$ cat config.mk
export PLATFORM = sky130hd
export DESIGN_NAME = nibble_alu_bit_test_decode
export DESIGN_NICKNAME = d
export VERILOG_FILES = /design/src/rtl/nibble_pkg.sv /design/src/rtl/nibble_alu_bit_test_decode.sv /design/src/rtl/nibble_ram.sv
export SDC_FILE = /design/constraint.sdc
export NUM_CORES = 2
export LEC_CHECK = 0
export ABC_AREA = 0
export BUFFER_PORTS_ARGS = -buffer_cell sky130_fd_sc_hd__buf_4
export CORE_ASPECT_RATIO = 1.5
export CORE_MARGIN = 5
export CORE_UTILIZATION = 50
export CTS_CLUSTER_SIZE = 10
export DETAILED_ROUTE_END_ITERATION = 12
export PLACE_DENSITY_LB_ADDON = 0.12
export SYNTH_ARGS = -nofsm -noshare
export SYNTH_HDL_FRONTEND = slang
export SYNTH_SLANG_ARGS = --single-unit
$ cat constraint.sdc
create_clock -name i_clk -period 12.4 [get_ports i_clk]
set_input_delay 1.86 -clock i_clk [delete_from_list [all_inputs] [get_ports i_clk]]
set_output_delay 1.86 -clock i_clk [all_outputs]
set_load 0.01 [all_outputs]
$ cat src/rtl/nibble_pkg.sv
// Constants, types and helpers for the nibble execution block.
// Assumes one 20 MHz clock and a classic Wishbone register slave.
package nibble_pkg;
   // Register map, byte addresses
   localparam int          WB_AW       = 12;
   localparam logic [11:0] CMD_OFS     = 12'h000;
   localparam logic [11:0] CORE_OFS    = 12'h004;
   localparam logic [11:0] LATCH_OFS   = 12'h008;
   localparam logic [11:0] PORT_OFS    = 12'h00C;
   localparam logic [11:0] PIN_OFS     = 12'h010;
   localparam int          MEM_SEL_BIT = 10;
   localparam int          CMD_BUSY    = 16;
   localparam int          CORE_L      = 4;
   localparam int          CORE_H      = 8;
   localparam int          CORE_FLG    = 16;
   localparam int          CORE_IME    = 20;
   // Timing
   localparam int          MC_CLKS     = 2;
   localparam int          IC_MCS      = 4;
   // Opcodes
   localparam logic [7:0]  OP_EXT      = 8'h38;
   localparam logic [7:0]  OP_PORTBIT  = 8'h3B;
   localparam logic [7:0]  OP_ILCLR    = 8'h36;
   localparam logic [7:0]  OP_TEST_L   = 8'h37;
   localparam logic [7:0]  OP_SET_L    = 8'h34;
   localparam logic [7:0]  OP_CLR_L    = 8'h35;
   localparam logic [7:0]  OP_REVERSE_SUBTRACT_CARRY    = 8'h14;
   localparam logic [7:0]  OP_OR_M     = 8'h1D;
   localparam logic [7:0]  OP_XOR_M    = 8'h1F;
   localparam logic [7:0]  OP_ROTATE_LEFT_CARRY     = 8'h05;
   localparam logic [7:0]  OP_ROTATE_RIGHT_CARRY     = 8'h07;
   localparam logic [7:0]  OP_TRUE_BIT_TEST_ZF = 8'h0E;
   localparam logic [7:0]  OP_TRUE_BIT_TEST_GF = 8'h01;
   localparam logic [7:0]  OP_SET_GF   = 8'h03;
   localparam logic [7:0]  OP_CLR_GF   = 8'h02;
   localparam logic [5:0]  TA_PFX      = 6'h17;
   localparam logic [5:0]  TM_PFX      = 6'h16;
   // Second-byte sub-codes
   localparam logic [3:0]  X_ADDL      = 4'h8;
   localparam logic [3:0]  X_REVERSE_SUBTRACT_A    = 4'h1;
   localparam logic [3:0]  X_REVERSE_SUBTRACT_M    = 4'h5;
   localparam logic [3:0]  X_AND_A     = 4'h3;
   localparam logic [3:0]  X_OR_M      = 4'hA;
   localparam logic [1:0]  PB_INV      = 2'h2;
   localparam logic [1:0]  PB_TRUE     = 2'h3;
   localparam logic [1:0]  IL_PLAIN    = 2'h3;
   localparam logic [1:0]  IL_EI       = 2'h1;
   localparam logic [1:0]  IL_DI       = 2'h2;

   typedef struct packed {
      logic gf;
      logic sf;
      logic zf;
      logic cf;
   } flags_s;

   localparam flags_s      FLAGS_RST   = 4'h4;

   typedef enum logic [1:0] {
      ST_IDLE = 2'b01,
      ST_RUN  = 2'b10
   } state_e;

   function automatic logic is_zero(input logic [3:0] v);
      return (v == 4'h0);
   endfunction

   function automatic logic [31:0] wmerge(input logic [31:0] old,
                                          input logic [31:0] din,
                                          input logic [3:0]  sel);
      logic [31:0] r;
      r = old;
      for (int i = 0; i < 4; i++) begin
         if (sel[i]) begin
            r[i*8 +: 8] = din[i*8 +: 8];
         end
      end
      return r;
   endfunction
endpackage

$ cat src/rtl/nibble_alu_bit_test_decode.sv
// Executes one ALU / bit-test instruction per command write.
// Assumes a classic Wishbone master; latch sets come from same-clock logic.
`timescale 1ns/1ps
module nibble_alu_bit_test_decode #(
   parameter logic [7:0] PORT_OUT_MASK = 8'hF0
) (
   // Clock and reset
   input  wire logic              i_clk,
   input  wire logic              i_rst,
   // Wishbone slave
   input  wire logic              i_wb_cyc,
   input  wire logic              i_wb_stb,
   input  wire logic              i_wb_we,
   input  wire logic [11:0]       i_wb_adr,
   input  wire logic [3:0]        i_wb_sel,
   input  wire logic [31:0]       i_wb_dat,
   output logic      [31:0]       o_wb_dat,
   output logic                   o_wb_ack,
   // Interrupt latch set pulses
   input  wire logic [5:0]        i_latch_set,
   // Ports
   input  wire logic [31:0]       i_port_pin,
   output logic      [31:0]       o_port,
   // State view
   output logic                   o_busy,
   output nibble_pkg::flags_s     o_flags,
   output logic      [5:0]        o_int_latch,
   output logic                   o_ime
);
   nibble_pkg::state_e st_r;
   nibble_pkg::flags_s fl_r;
   nibble_pkg::flags_s fl_nxt;
   logic [7:0]  op_r;
   logic [7:0]  arg_r;
   logic [3:0]  acc_r;
   logic [3:0]  l_r;
   logic [3:0]  h_r;
   logic        ime_r;
   logic [5:0]  il_r;
   logic [31:0] port_r;
   logic [31:0] pin_m_r;
   logic [31:0] pin_s_r;
   logic        ph_r;
   logic [2:0]  mc_r;
   logic        wait_r;
   logic        ack_r;
   logic [31:0] dat_r;
   logic [4:0]  len_r;
   logic        idle;
   logic        two_cyc;
   logic        commit;
   logic [3:0]  mem_q;
   logic [3:0]  imm;
   logic [4:0]  sum_l;
   logic [4:0]  d_rc;
   logic [4:0]  d_sa;
   logic [4:0]  d_sm;
   logic [3:0]  res;
   logic [3:0]  acc_nxt;
   logic [3:0]  l_nxt;
   logic        ime_nxt;
   logic [5:0]  il_mask;
   logic [31:0] port_nxt;
   logic        mem_we_x;
   logic [3:0]  mem_wd;
   logic [3:0]  pval;
   logic [4:0]  l_idx;
   logic        ta_bit;
   logic        wb_fire;
   logic        wb_wr;
   logic        hit_mem;
   logic [31:0] rd_mux;
   logic [31:0] wmask_d;
   logic        ram_we;
   logic [7:0]  ram_waddr;
   logic [3:0]  ram_wdata;
   logic [7:0]  ram_raddr;

   assign idle  = (st_r == nibble_pkg::ST_IDLE);
   assign imm   = arg_r[3:0];
   assign l_idx = {1'b1, l_r};
   assign ta_bit = acc_r[op_r[1:0]];
   assign sum_l = {1'b0, l_r} + {1'b0, imm};
   assign d_rc  = {1'b0, mem_q} - {1'b0, acc_r} - {4'h0, ~fl_r.cf};
   assign d_sa  = {1'b0, imm} - {1'b0, acc_r};
   assign d_sm  = {1'b0, imm} - {1'b0, mem_q};
   // Output ports read back their register, the rest read the pin
   assign pval  = PORT_OUT_MASK[arg_r[2:0]] ? port_r[{arg_r[2:0], 2'b00} +: 4]
                                            : pin_s_r[{arg_r[2:0], 2'b00} +: 4];

   assign two_cyc = (op_r == nibble_pkg::OP_EXT) || (op_r == nibble_pkg::OP_PORTBIT)
                 || (op_r == nibble_pkg::OP_ILCLR) || (op_r == nibble_pkg::OP_TEST_L)
                 || (op_r == nibble_pkg::OP_SET_L) || (op_r == nibble_pkg::OP_CLR_L);
   // Last clock of the last machine cycle
   assign commit = !idle && ph_r && (mc_r == (two_cyc ? 3'd7 : 3'd3));

   // Execution datapath
   always_comb begin
      acc_nxt  = acc_r;
      l_nxt    = l_r;
      fl_nxt   = fl_r;
      ime_nxt  = ime_r;
      il_mask  = 6'h3F;
      port_nxt = port_r;
      mem_we_x = 1'b0;
      mem_wd   = mem_q;
      res      = 4'h0;
      case (op_r)
         nibble_pkg::OP_EXT: begin
            case (arg_r[7:4])
               nibble_pkg::X_ADDL: begin
                  l_nxt     = sum_l[3:0];
                  fl_nxt.zf = nibble_pkg::is_zero(sum_l[3:0]);
                  fl_nxt.sf = ~sum_l[4];
               end
               nibble_pkg::X_REVERSE_SUBTRACT_A: begin
                  acc_nxt   = d_sa[3:0];
                  fl_nxt.zf = nibble_pkg::is_zero(d_sa[3:0]);
                  fl_nxt.sf = ~d_sa[4];
               end
               nibble_pkg::X_REVERSE_SUBTRACT_M: begin
                  mem_we_x  = 1'b1;
                  mem_wd    = d_sm[3:0];
                  fl_nxt.zf = nibble_pkg::is_zero(d_sm[3:0]);
                  fl_nxt.sf = ~d_sm[4];
               end
               nibble_pkg::X_AND_A: begin
                  res       = acc_r & imm;
                  acc_nxt   = res;
                  fl_nxt.zf = nibble_pkg::is_zero(res);
                  fl_nxt.sf = ~nibble_pkg::is_zero(res);
               end
               nibble_pkg::X_OR_M: begin
                  res       = mem_q | imm;
                  mem_we_x  = 1'b1;
                  mem_wd    = res;
                  fl_nxt.zf = nibble_pkg::is_zero(res);
                  fl_nxt.sf = ~nibble_pkg::is_zero(res);
               end
               default: begin
               end
            endcase
         end
         nibble_pkg::OP_REVERSE_SUBTRACT_CARRY: begin
            acc_nxt   = d_rc[3:0];
            fl_nxt.cf = ~d_rc[4];
            fl_nxt.zf = nibble_pkg::is_zero(d_rc[3:0]);
            fl_nxt.sf = ~d_rc[4];
         end
         nibble_pkg::OP_OR_M, nibble_pkg::OP_XOR_M: begin
            res       = (op_r == nibble_pkg::OP_OR_M) ? (acc_r | mem_q)
                                                      : (acc_r ^ mem_q);
            acc_nxt   = res;
            fl_nxt.zf = nibble_pkg::is_zero(res);
            fl_nxt.sf = ~nibble_pkg::is_zero(res);
         end
         nibble_pkg::OP_ROTATE_LEFT_CARRY, nibble_pkg::OP_ROTATE_RIGHT_CARRY: begin
            res       = (op_r == nibble_pkg::OP_ROTATE_LEFT_CARRY) ? {acc_r[2:0], fl_r.cf}
                                                      : {fl_r.cf, acc_r[3:1]};
            fl_nxt.cf = (op_r == nibble_pkg::OP_ROTATE_LEFT_CARRY) ? acc_r[3] : acc_r[0];
            acc_nxt   = res;
            fl_nxt.zf = nibble_pkg::is_zero(res);
            fl_nxt.sf = ~fl_nxt.cf;
         end
         nibble_pkg::OP_PORTBIT: begin
            if (arg_r[7:6] == nibble_pkg::PB_INV) begin
               fl_nxt.sf = ~pval[arg_r[5:4]];
            end else if (arg_r[7:6] == nibble_pkg::PB_TRUE) begin
               fl_nxt.sf = pval[arg_r[5:4]];
            end
         end
         nibble_pkg::OP_TEST_L: begin
            fl_nxt.sf = ~pin_s_r[l_idx];
         end
         nibble_pkg::OP_TRUE_BIT_TEST_ZF: begin
            fl_nxt.sf = fl_r.zf;
         end
         nibble_pkg::OP_TRUE_BIT_TEST_GF: begin
            fl_nxt.sf = fl_r.gf;
         end
         nibble_pkg::OP_SET_GF, nibble_pkg::OP_CLR_GF: begin
            fl_nxt.gf = (op_r == nibble_pkg::OP_SET_GF);
            fl_nxt.sf = 1'b1;
         end
         nibble_pkg::OP_SET_L, nibble_pkg::OP_CLR_L: begin
            port_nxt[l_idx] = (op_r == nibble_pkg::OP_SET_L);
            fl_nxt.sf       = 1'b1;
         end
         nibble_pkg::OP_ILCLR: begin
            fl_nxt.sf = 1'b1;
            case (arg_r[7:6])
               nibble_pkg::IL_PLAIN: il_mask = arg_r[5:0];
               nibble_pkg::IL_EI: begin
                  il_mask = arg_r[5:0];
                  ime_nxt = 1'b1;
               end
               nibble_pkg::IL_DI: begin
                  il_mask = arg_r[5:0];
                  ime_nxt = 1'b0;
               end
               default: begin
               end
            endcase
         end
         default: begin
            if (op_r[7:2] == nibble_pkg::TA_PFX) begin
               fl_nxt.sf = ~ta_bit;
            end else if (op_r[7:2] == nibble_pkg::TM_PFX) begin
               fl_nxt.sf = ~mem_q[op_r[1:0]];
            end
         end
      endcase
   end

   // Sequencer: machine-cycle enable every second clock
   always_ff @(posedge i_clk) begin
      if (i_rst) begin
         st_r <= nibble_pkg::ST_IDLE;
         ph_r <= 1'b0;
         mc_r <= 3'd0;
      end else begin
         case (st_r)
            nibble_pkg::ST_IDLE: begin
               ph_r <= 1'b0;
               mc_r <= 3'd0;
               if (wb_wr && (i_wb_adr == nibble_pkg::CMD_OFS)) begin
                  st_r <= nibble_pkg::ST_RUN;
               end
            end
            nibble_pkg::ST_RUN: begin
               ph_r <= ~ph_r;
               if (ph_r) begin
                  mc_r <= mc_r + 3'd1;
               end
               if (commit) begin
                  st_r <= nibble_pkg::ST_IDLE;
               end
            end
            default: st_r <= nibble_pkg::ST_IDLE;
         endcase
      end
   end

   // Core state: loaded by software when idle, all but H by the datapath at commit
   always_ff @(posedge i_clk) begin
      if (i_rst) begin
         acc_r <= 4'h0;
         l_r   <= 4'h0;
         h_r   <= 4'h0;
         fl_r  <= nibble_pkg::FLAGS_RST;
         ime_r <= 1'b0;
      end else if (commit) begin
         acc_r <= acc_nxt;
         l_r   <= l_nxt;
         fl_r  <= fl_nxt;
         ime_r <= ime_nxt;
      end else if (wb_wr && idle && (i_wb_adr == nibble_pkg::CORE_OFS)) begin
         acc_r <= wmask_d[3:0];
         l_r   <= wmask_d[nibble_pkg::CORE_L +: 4];
         h_r   <= wmask_d[nibble_pkg::CORE_H +: 4];
         fl_r  <= wmask_d[nibble_pkg::CORE_FLG +: 4];
         ime_r <= wmask_d[nibble_pkg::CORE_IME];
      end
   end

   always_ff @(posedge i_clk) begin
      if (i_rst) begin
         op_r  <= 8'h00;
         arg_r <= 8'h00;
      end else if (wb_wr && idle && (i_wb_adr == nibble_pkg::CMD_OFS)) begin
         op_r  <= wmask_d[7:0];
         arg_r <= wmask_d[15:8];
      end
   end

   // A latch set in the clearing cycle survives
   always_ff @(posedge i_clk) begin
      if (i_rst) begin
         il_r <= 6'h00;
      end else if (commit) begin
         il_r <= (il_r & il_mask) | i_latch_set;
      end else begin
         il_r <= il_r | i_latch_set;
      end
   end

   always_ff @(posedge i_clk) begin
      if (i_rst) begin
         port_r <= 32'h0000_0000;
      end else if (commit) begin
         port_r <= port_nxt;
      end else if (wb_wr && idle && (i_wb_adr == nibble_pkg::PORT_OFS)) begin
         port_r <= wmask_d;
      end
   end

   // Pin synchroniser
   always_ff @(posedge i_clk) begin
      if (i_rst) begin
         pin_m_r <= 32'h0000_0000;
         pin_s_r <= 32'h0000_0000;
      end else begin
         pin_m_r <= i_port_pin;
         pin_s_r <= pin_m_r;
      end
   end

   // Wishbone: ack in the third cycle of a request so memory read data is ready
   // Writes land at the edge where the master samples ack, never earlier
   assign wb_fire = i_wb_cyc && i_wb_stb && ack_r;
   assign wb_wr   = wb_fire && i_wb_we;
   assign hit_mem = i_wb_adr[nibble_pkg::MEM_SEL_BIT];
   assign wmask_d = nibble_pkg::wmerge(rd_mux, i_wb_dat, i_wb_sel);

   always_comb begin
      rd_mux = 32'h0000_0000;
      if (hit_mem) begin
         rd_mux = idle ? {28'h0, mem_q} : 32'h0000_0000;
      end else begin
         case (i_wb_adr)
            nibble_pkg::CMD_OFS:   rd_mux = {15'h0, !idle, arg_r, op_r};
            nibble_pkg::CORE_OFS:  rd_mux = {11'h0, ime_r, fl_r, 4'h0, h_r, l_r, acc_r};
            nibble_pkg::LATCH_OFS: rd_mux = {26'h0, il_r};
            nibble_pkg::PORT_OFS:  rd_mux = port_r;
            nibble_pkg::PIN_OFS:   rd_mux = pin_s_r;
            default:               rd_mux = 32'h0000_0000;
         endcase
      end
   end

   always_ff @(posedge i_clk) begin
      if (i_rst) begin
         wait_r <= 1'b0;
         ack_r  <= 1'b0;
         dat_r  <= 32'h0000_0000;
      end else if (ack_r || !(i_wb_cyc && i_wb_stb)) begin
         wait_r <= 1'b0;
         ack_r  <= 1'b0;
      end else if (!wait_r) begin
         wait_r <= 1'b1;
      end else begin
         ack_r <= 1'b1;
         dat_r <= rd_mux;
      end
   end

   // Memory: core owns it while running; bus writes need lane 0
   assign ram_we    = (commit && mem_we_x) || (wb_wr && idle && hit_mem && i_wb_sel[0]);
   assign ram_waddr = idle ? i_wb_adr[9:2] : {h_r, l_r};
   assign ram_wdata = idle ? i_wb_dat[3:0] : mem_wd;
   assign ram_raddr = idle ? i_wb_adr[9:2] : {h_r, l_r};

   nibble_ram #(
      .AW (8),
      .DW (4)
   ) u_ram (
      .i_clk   (i_clk),
      .i_we    (ram_we),
      .i_waddr (ram_waddr),
      .i_wdata (ram_wdata),
      .i_raddr (ram_raddr),
      .o_rdata (mem_q)
   );

   assign o_wb_dat    = dat_r;
   assign o_wb_ack    = ack_r;
   assign o_busy      = st_r[1];
   assign o_flags     = fl_r;
   assign o_int_latch = il_r;
   assign o_ime       = ime_r;
   assign o_port      = port_r;

   // Checks
   always_ff @(posedge i_clk) begin
      if (i_rst || idle) begin
         len_r <= 5'd0;
      end else begin
         len_r <= len_r + 5'd1;
      end
   end
endmodule

$ cat src/rtl/nibble_ram.sv
// Nibble-wide data memory, one write and one registered read port.
// Assumes the caller arbitrates who writes.
`timescale 1ns/1ps
module nibble_ram #(
   parameter int AW = 8,
   parameter int DW = 4
) (
   // Clock
   input  wire logic          i_clk,
   // Write port
   input  wire logic          i_we,
   input  wire logic [AW-1:0] i_waddr,
   input  wire logic [DW-1:0] i_wdata,
   // Read port
   input  wire logic [AW-1:0] i_raddr,
   output logic      [DW-1:0] o_rdata
);
   logic [DW-1:0] mem [2**AW];

   always_ff @(posedge i_clk) begin
      if (i_we) begin
         mem[i_waddr] <= i_wdata;
      end
   end

   always_ff @(posedge i_clk) begin
      o_rdata <= mem[i_raddr];
   end
endmodule

Word level (Yosys, flattened, before mapping) --
Memories as Yosys holds them, arrays and structs flattened. A register that Yosys moved wholly into a read port is not among the register bits. Index checks and enable logic that the tools add are counted.
Word-level totals: RAM bits 1024, register bits 175, input port bits 91, output and inout port bits 77, memories 2, ROM bits 8, word-level logic and storage cells 230
Memory list:
- u_ram.mem | words 256, bits a word 4, rd ports 1, clocked after Yosys merged registers in 1, write ports 1, line nibble_ram.sv:18 | logic [DW-1:0] mem [2**AW];
- (name not given) | words 8, bits a word 1, rd ports 1, clocked after Yosys merged registers in 1, write ports 0, line nibble_alu_bit_test_decode.sv:88 | assign pval = PORT_OUT_MASK[arg_r[2:0]] ? port_r[{arg_r[2:0], 2'b00} +: 4]
Operators by class: add/subtract/negate cells 6, reduce and logical (&&, ||, !) cells 55, shift-type cells 2, multiplexer cells 70, bitwise logic cells 23, order comparisons 5, eq/ne operators 47
Operator list (number):
- $pmux W32 S5 | 1
- $mux W32 | 4
- $shiftx A32 B6 Y4 | 2
- $mux W4 | 14
- $eq A8 B6 Y1 const B | 6
- $mux W8 | 5
- $bwmux W32 | 1
- $logic_not A4 Y1 | 8
- $eq A12 B4 Y1 const B | 2
- $eq A8 B5 Y1 const B | 3
- $mux W1 | 20
- $mux W6 | 3
- $eq A8 B2 Y1 const B | 2
- $eq A8 B3 Y1 const B | 2
- $not A1 Y1 | 16
- $pmux W4 S2 | 2
- $pmux W4 S4 | 1
- $sub A4 B4 Y5 | 3
- $logic_and A1 B1 Y1 | 14
- $reduce_and A2 Y1 | 7
- $eq A12 B3 Y1 const B | 1
- $eq A12 B5 Y1 const B | 1
- $eq A6 B5 Y1 const B | 2
- $logic_not A12 Y1 | 1
- 47 further kinds | 87

Depth between registers and ports, before layout --
depth after elaboration 13, depth in mapped cells 15, depth with buffers taken out 11

Hierarchy --
Synthesis repeated with hierarchy kept, for this count alone.
Unflattened totals: cell total of the unflattened synthesis 3231, area, all modules 50898.8 µm²
By module, submodules not included:
- nibble_ram | area an instance 40675.3 µm², instances 1, cells an instance 2051, seq. area each 30829.6 µm²
- nibble_alu_bit_test_decode | area an instance 10223.6 µm², instances 1, cells an instance 1180, seq. area each 3523.4 µm²

Worst setup path after synthesis --
No wires, ideal clock.
path kind input-to-reg, from input port i_wb_dat[2], to memory u_ram.mem[0][2], data pin, arrival time 8.768 ns, setup slack 2.056 ns, path buffers 0, required time 10.824 ns, setup time 1.576 ns, cell stages on the path 2, cells stage by stage inv_1 -> a21oi_1
Between the ends: longest elaborated chain between the ends 1
RTL lines:
- from (decl) | line nibble_alu_bit_test_decode.sv:16 | input wire logic [31:0] i_wb_dat,
- $mux W4 | line nibble_alu_bit_test_decode.sv:350 | assign ram_wdata = idle ? i_wb_dat[3:0] : mem_wd;
- net ram_wdata[2] | line nibble_alu_bit_test_decode.sv:76 | logic [3:0] ram_wdata;
- to (decl) | line nibble_ram.sv:18
The timed path passes the listed nets, and every way through them passes these cells.

Worst setup path after layout --
from register st_r[1], to register u_ram.o_rdata[1], read port of u_ram.mem
Between the ends: longest elaborated chain between the ends 2
RTL lines:
- from (decl) | line nibble_alu_bit_test_decode.sv:30 | nibble_pkg::state_e st_r;
- from (signal assigned) | line nibble_alu_bit_test_decode.sv:218 | st_r <= nibble_pkg::ST_IDLE;
- from (signal assigned) | line nibble_alu_bit_test_decode.sv:227 | st_r <= nibble_pkg::ST_RUN;
- from (signal assigned) | line nibble_alu_bit_test_decode.sv:236 | st_r <= nibble_pkg::ST_IDLE;
- $eq A2 B1 Y1 | line nibble_alu_bit_test_decode.sv:79 | assign idle = (st_r == nibble_pkg::ST_IDLE);
- net idle | line nibble_alu_bit_test_decode.sv:49 | logic idle;
- $mux W8 | line nibble_alu_bit_test_decode.sv:351 | assign ram_raddr = idle ? i_wb_adr[9:2] : {h_r, l_r};
- to (decl) | line nibble_ram.sv:16 | output logic [DW-1:0] o_rdata
The timed path passes the listed nets, and every way through them passes these cells. A chain may end at the register's enable or synchronous reset.

==> summary.md <==
| Metric | Value |
|---|---|
| Congestion Overflow GR | `0` |
| Fmax | `182 MHz` |
| Clk slew on worst S/H paths | `50 ps` |
| Final Util | `56.6%` |
| Synth area leaders | `edfxtp_1, mux4_2, dfxtp_1` |
| Crit-path max FO | `73` |
| DRC | `0` |
| Most frequent cells in the layout | `edfxtp_1, nand2_1, nor2_1, buf_4, mux4_2` |
| Drt wl/cell | `32.2 um` |
| Initial antenna violation count | `1` |
| Clock Latency Late Sink | `770 ps` |
| Vias per cell | `6.52` |
| CP startpoint kind | `register` |
| Number of gates resized after cts | `0` |
| Syn Inst Count | `3596` |
| Initial Util | `50.1%` |
| Peak VDD IR | `0.000110 V` |
| CP Capture Type | `register` |
| Ys Warns | `0` |
| Setup ws final | `6900 ps` |
| First DRT Iteration DRCs | `3579` |
| Place WS | `6260 ps` |
| 1st-pass router iterations | `6` |
| Max Cap Viol | `0` |
| Commonest non-fill, non-tap cell in the layout | `edfxtp_1` |
| Antenna-violating nets left | `0` |
| Yosys top cell area share | `60.8%` |
| Register area share after synthesis | `67.9%` |
| Status | `complete, no violations` |
| Die area | `108000 um^2` |
| Hold WC Path Type | `reg -> reg` |
| Final Critical Period | `5500 ps` |
| Number of global-route vias before repair | `33200` |
| Root Driver | `clkbuf_16` |
| Tot GR Track Use | `29.9%` |
| Via count | `33200` |
| Syn avg cell area | `14.1 um^2` |
| Top FF cell, synth | `edfxtp_1` |
| Yosys reg bits | `1204` |
| Post-synthesis instance area | `50600 um^2` |
| Total CTS buffers | `138` |
| First-pass GRT wire length | `235000 um` |
| Post-DP HPWL | `110000 um` |
| Kind of critical path | `reg -> reg` |
| Row count | `143` |
| Worst Tran Pin Value | `1340 ps` |
| Synth area leader | `edfxtp_1` |
| Tot Pwr | `8.52 mW` |
| CTS tree | `yes` |
| Fin cells | `5094` |
| Share of layout cells above drive strength 1 | `17.2%` |
| H-tree Lvls | `4` |
| Buffer depth of the longest clock path | `3` |
| # hold bufs at CTS | `0` |
| Number of synthesized flops with an enable pin | `1024` |
| Antenna diodes | `0` |
| Slew margin rel. | `10.6%` |
| Mapped Nets | `3725` |
| Final slew viol count | `0` |
| # IOs | `168` |
| P&R area growth vs syn | `12.9%` |
| Total Routed Length | `164000 um` |
| Clk_skew | `36.9 ps` |
| Largest net degree at the start of global routing | `233` |
| IO Port Bufs | `167` |
| Die height | `400 um` |
| Pwr/cell area | `149 nW/um^2` |
| Setup TNS | `0 ps` |
| Core area | `101000 um^2` |
| Post-CTS Setup Inserts | `0` |
| Placed cells | `4915` |
| Routability cong. | `0.984` |
| RSZ-0062 raised after global routing | `no` |
| CTS Sinks | `1204` |
| Arrival time at the worst endpoint | `6120 ps` |
| Required time worst endpoint | `13020 ps` |
| Leakage | `18.6 nW` |
| Hold Violations, Final | `0` |
| Async SR Flop Fraction | `0%` |
| Final setup fails | `0` |
| Fin crit share | `44.3%` |
| Nets | `3879` |
| Distinct cell type count after synthesis | `85` |
| Die Wd | `270 um` |
worst max-delay path: stages, from the launching register on:
cell and delay [ps]:
dfxtp_1 330, inv_1 80, ha_2 300, buf_4 590
mux2_8 770, buf_4 750, buf_4 620, mux4_2 580
mux2i_1 370, nor3_1 80, a2111oi_0 400, and3_1 230
nand3_1 80
synth_stat cells (8+ instances only):
master / number
edfxtp_1: 1024
nand2_1: 455
nor2_1: 388
mux4_2: 184
dfxtp_1: 180
nand3_1: 137
clkbuf_1: 136
a21oi_1: 122
mux2i_1: 94
nor2b_1: 77
nand4_1: 72
buf_2: 70
o21ai_0: 68
nor3_1: 52
inv_1: 50
a32oi_1: 48
a22oi_1: 45
a211oi_1: 36
ha_1: 33
a221oi_1: 32
mux2_2: 19
a311oi_1: 15
buf_1: 15
a31oi_1: 13
o21ai_1: 13
nor3b_1: 12
o22ai_1: 11
and3_1: 10
buf_4: 9
or2_2: 9
a222oi_1: 8
nand2_2: 8
layout make-up:
type | instances | area, um^2
Clock buffer | 168 | 3650
Clock inverter | 11 | 188
Fill cell | 8040 | 43800
Inverter | 51 | 191
Multi-Input combinational cell | 2106 | 15200
Sequential cell | 1204 | 34400
Tap cell | 1305 | 1630
Timing Repair Buffer | 249 | 1940
registers in the layout, summed over array words and instances, names as in the netlist, 2 cells and up, named ones only:
name	cells
o_wb_dat	32
o_flags	4
u_ram.o_rdata	4
u_ram.mem	1024
pin_m_r	32
h_r	4
op_r	8
o_int_latch	6
o_port	32
st_r	2
l_r	4
mc_r	3
acc_r	4
pin_s_r	32
arg_r	8
path summary, 6_finish.rpt:
path	slack, ps	from	to	cells after the start
setup / recovery	6900	st_r[1]	u_ram.o_rdata[1]	12
hold / removal	440	pin_m_r[31]	pin_s_r[31]	1
setup reg to reg	6900	st_r[1]	u_ram.o_rdata[1]	12
hold reg to reg	440	pin_m_r[31]	pin_s_r[31]	1
logic make-up (layout without fill, tap and decap cells):
logic type | count (synthesis) | in the layout | synth area share [%]
xor gates and xnor gates | 10 | 10 | 0.173
AOI/OAI and AO/OA | 487 | 487 | 6.64
adders and majority gates | 38 | 38 | 1.01
buffers and inverters | 286 | 479 | 2.44
DFF | 1204 | 1204 | 67.9
muxes | 297 | 297 | 10.5
and+or+nand+nor | 1274 | 1274 | 11.4
metal layers:
metal	vias up	GRT usage, %	wire length [um]
met4	2	19.3	12800
met5	-	0	13
li1	14000	-	-
met1	16800	34.2	55500
met2	1950	52.3	83300
met3	486	5.19	12500
per-stage QoR:
step / cell area, um^2 / hold WS [ps]
after CTS: 57100 / 439
after detailed placement: 53300 / 427
final: 57100 / 436
after floorplan: 50600 / 414
after global routing: 57100 / 454
after global placement: 53300 / 429
report_power, final:
part	switching [mW]	internal, mW
Sequential	0.0212	4.41
Combinational	0.319	0.153
Clock	1.56	2.06
Total	1.90	6.62
Note: power is estimated with default switching activity, not from simulation.
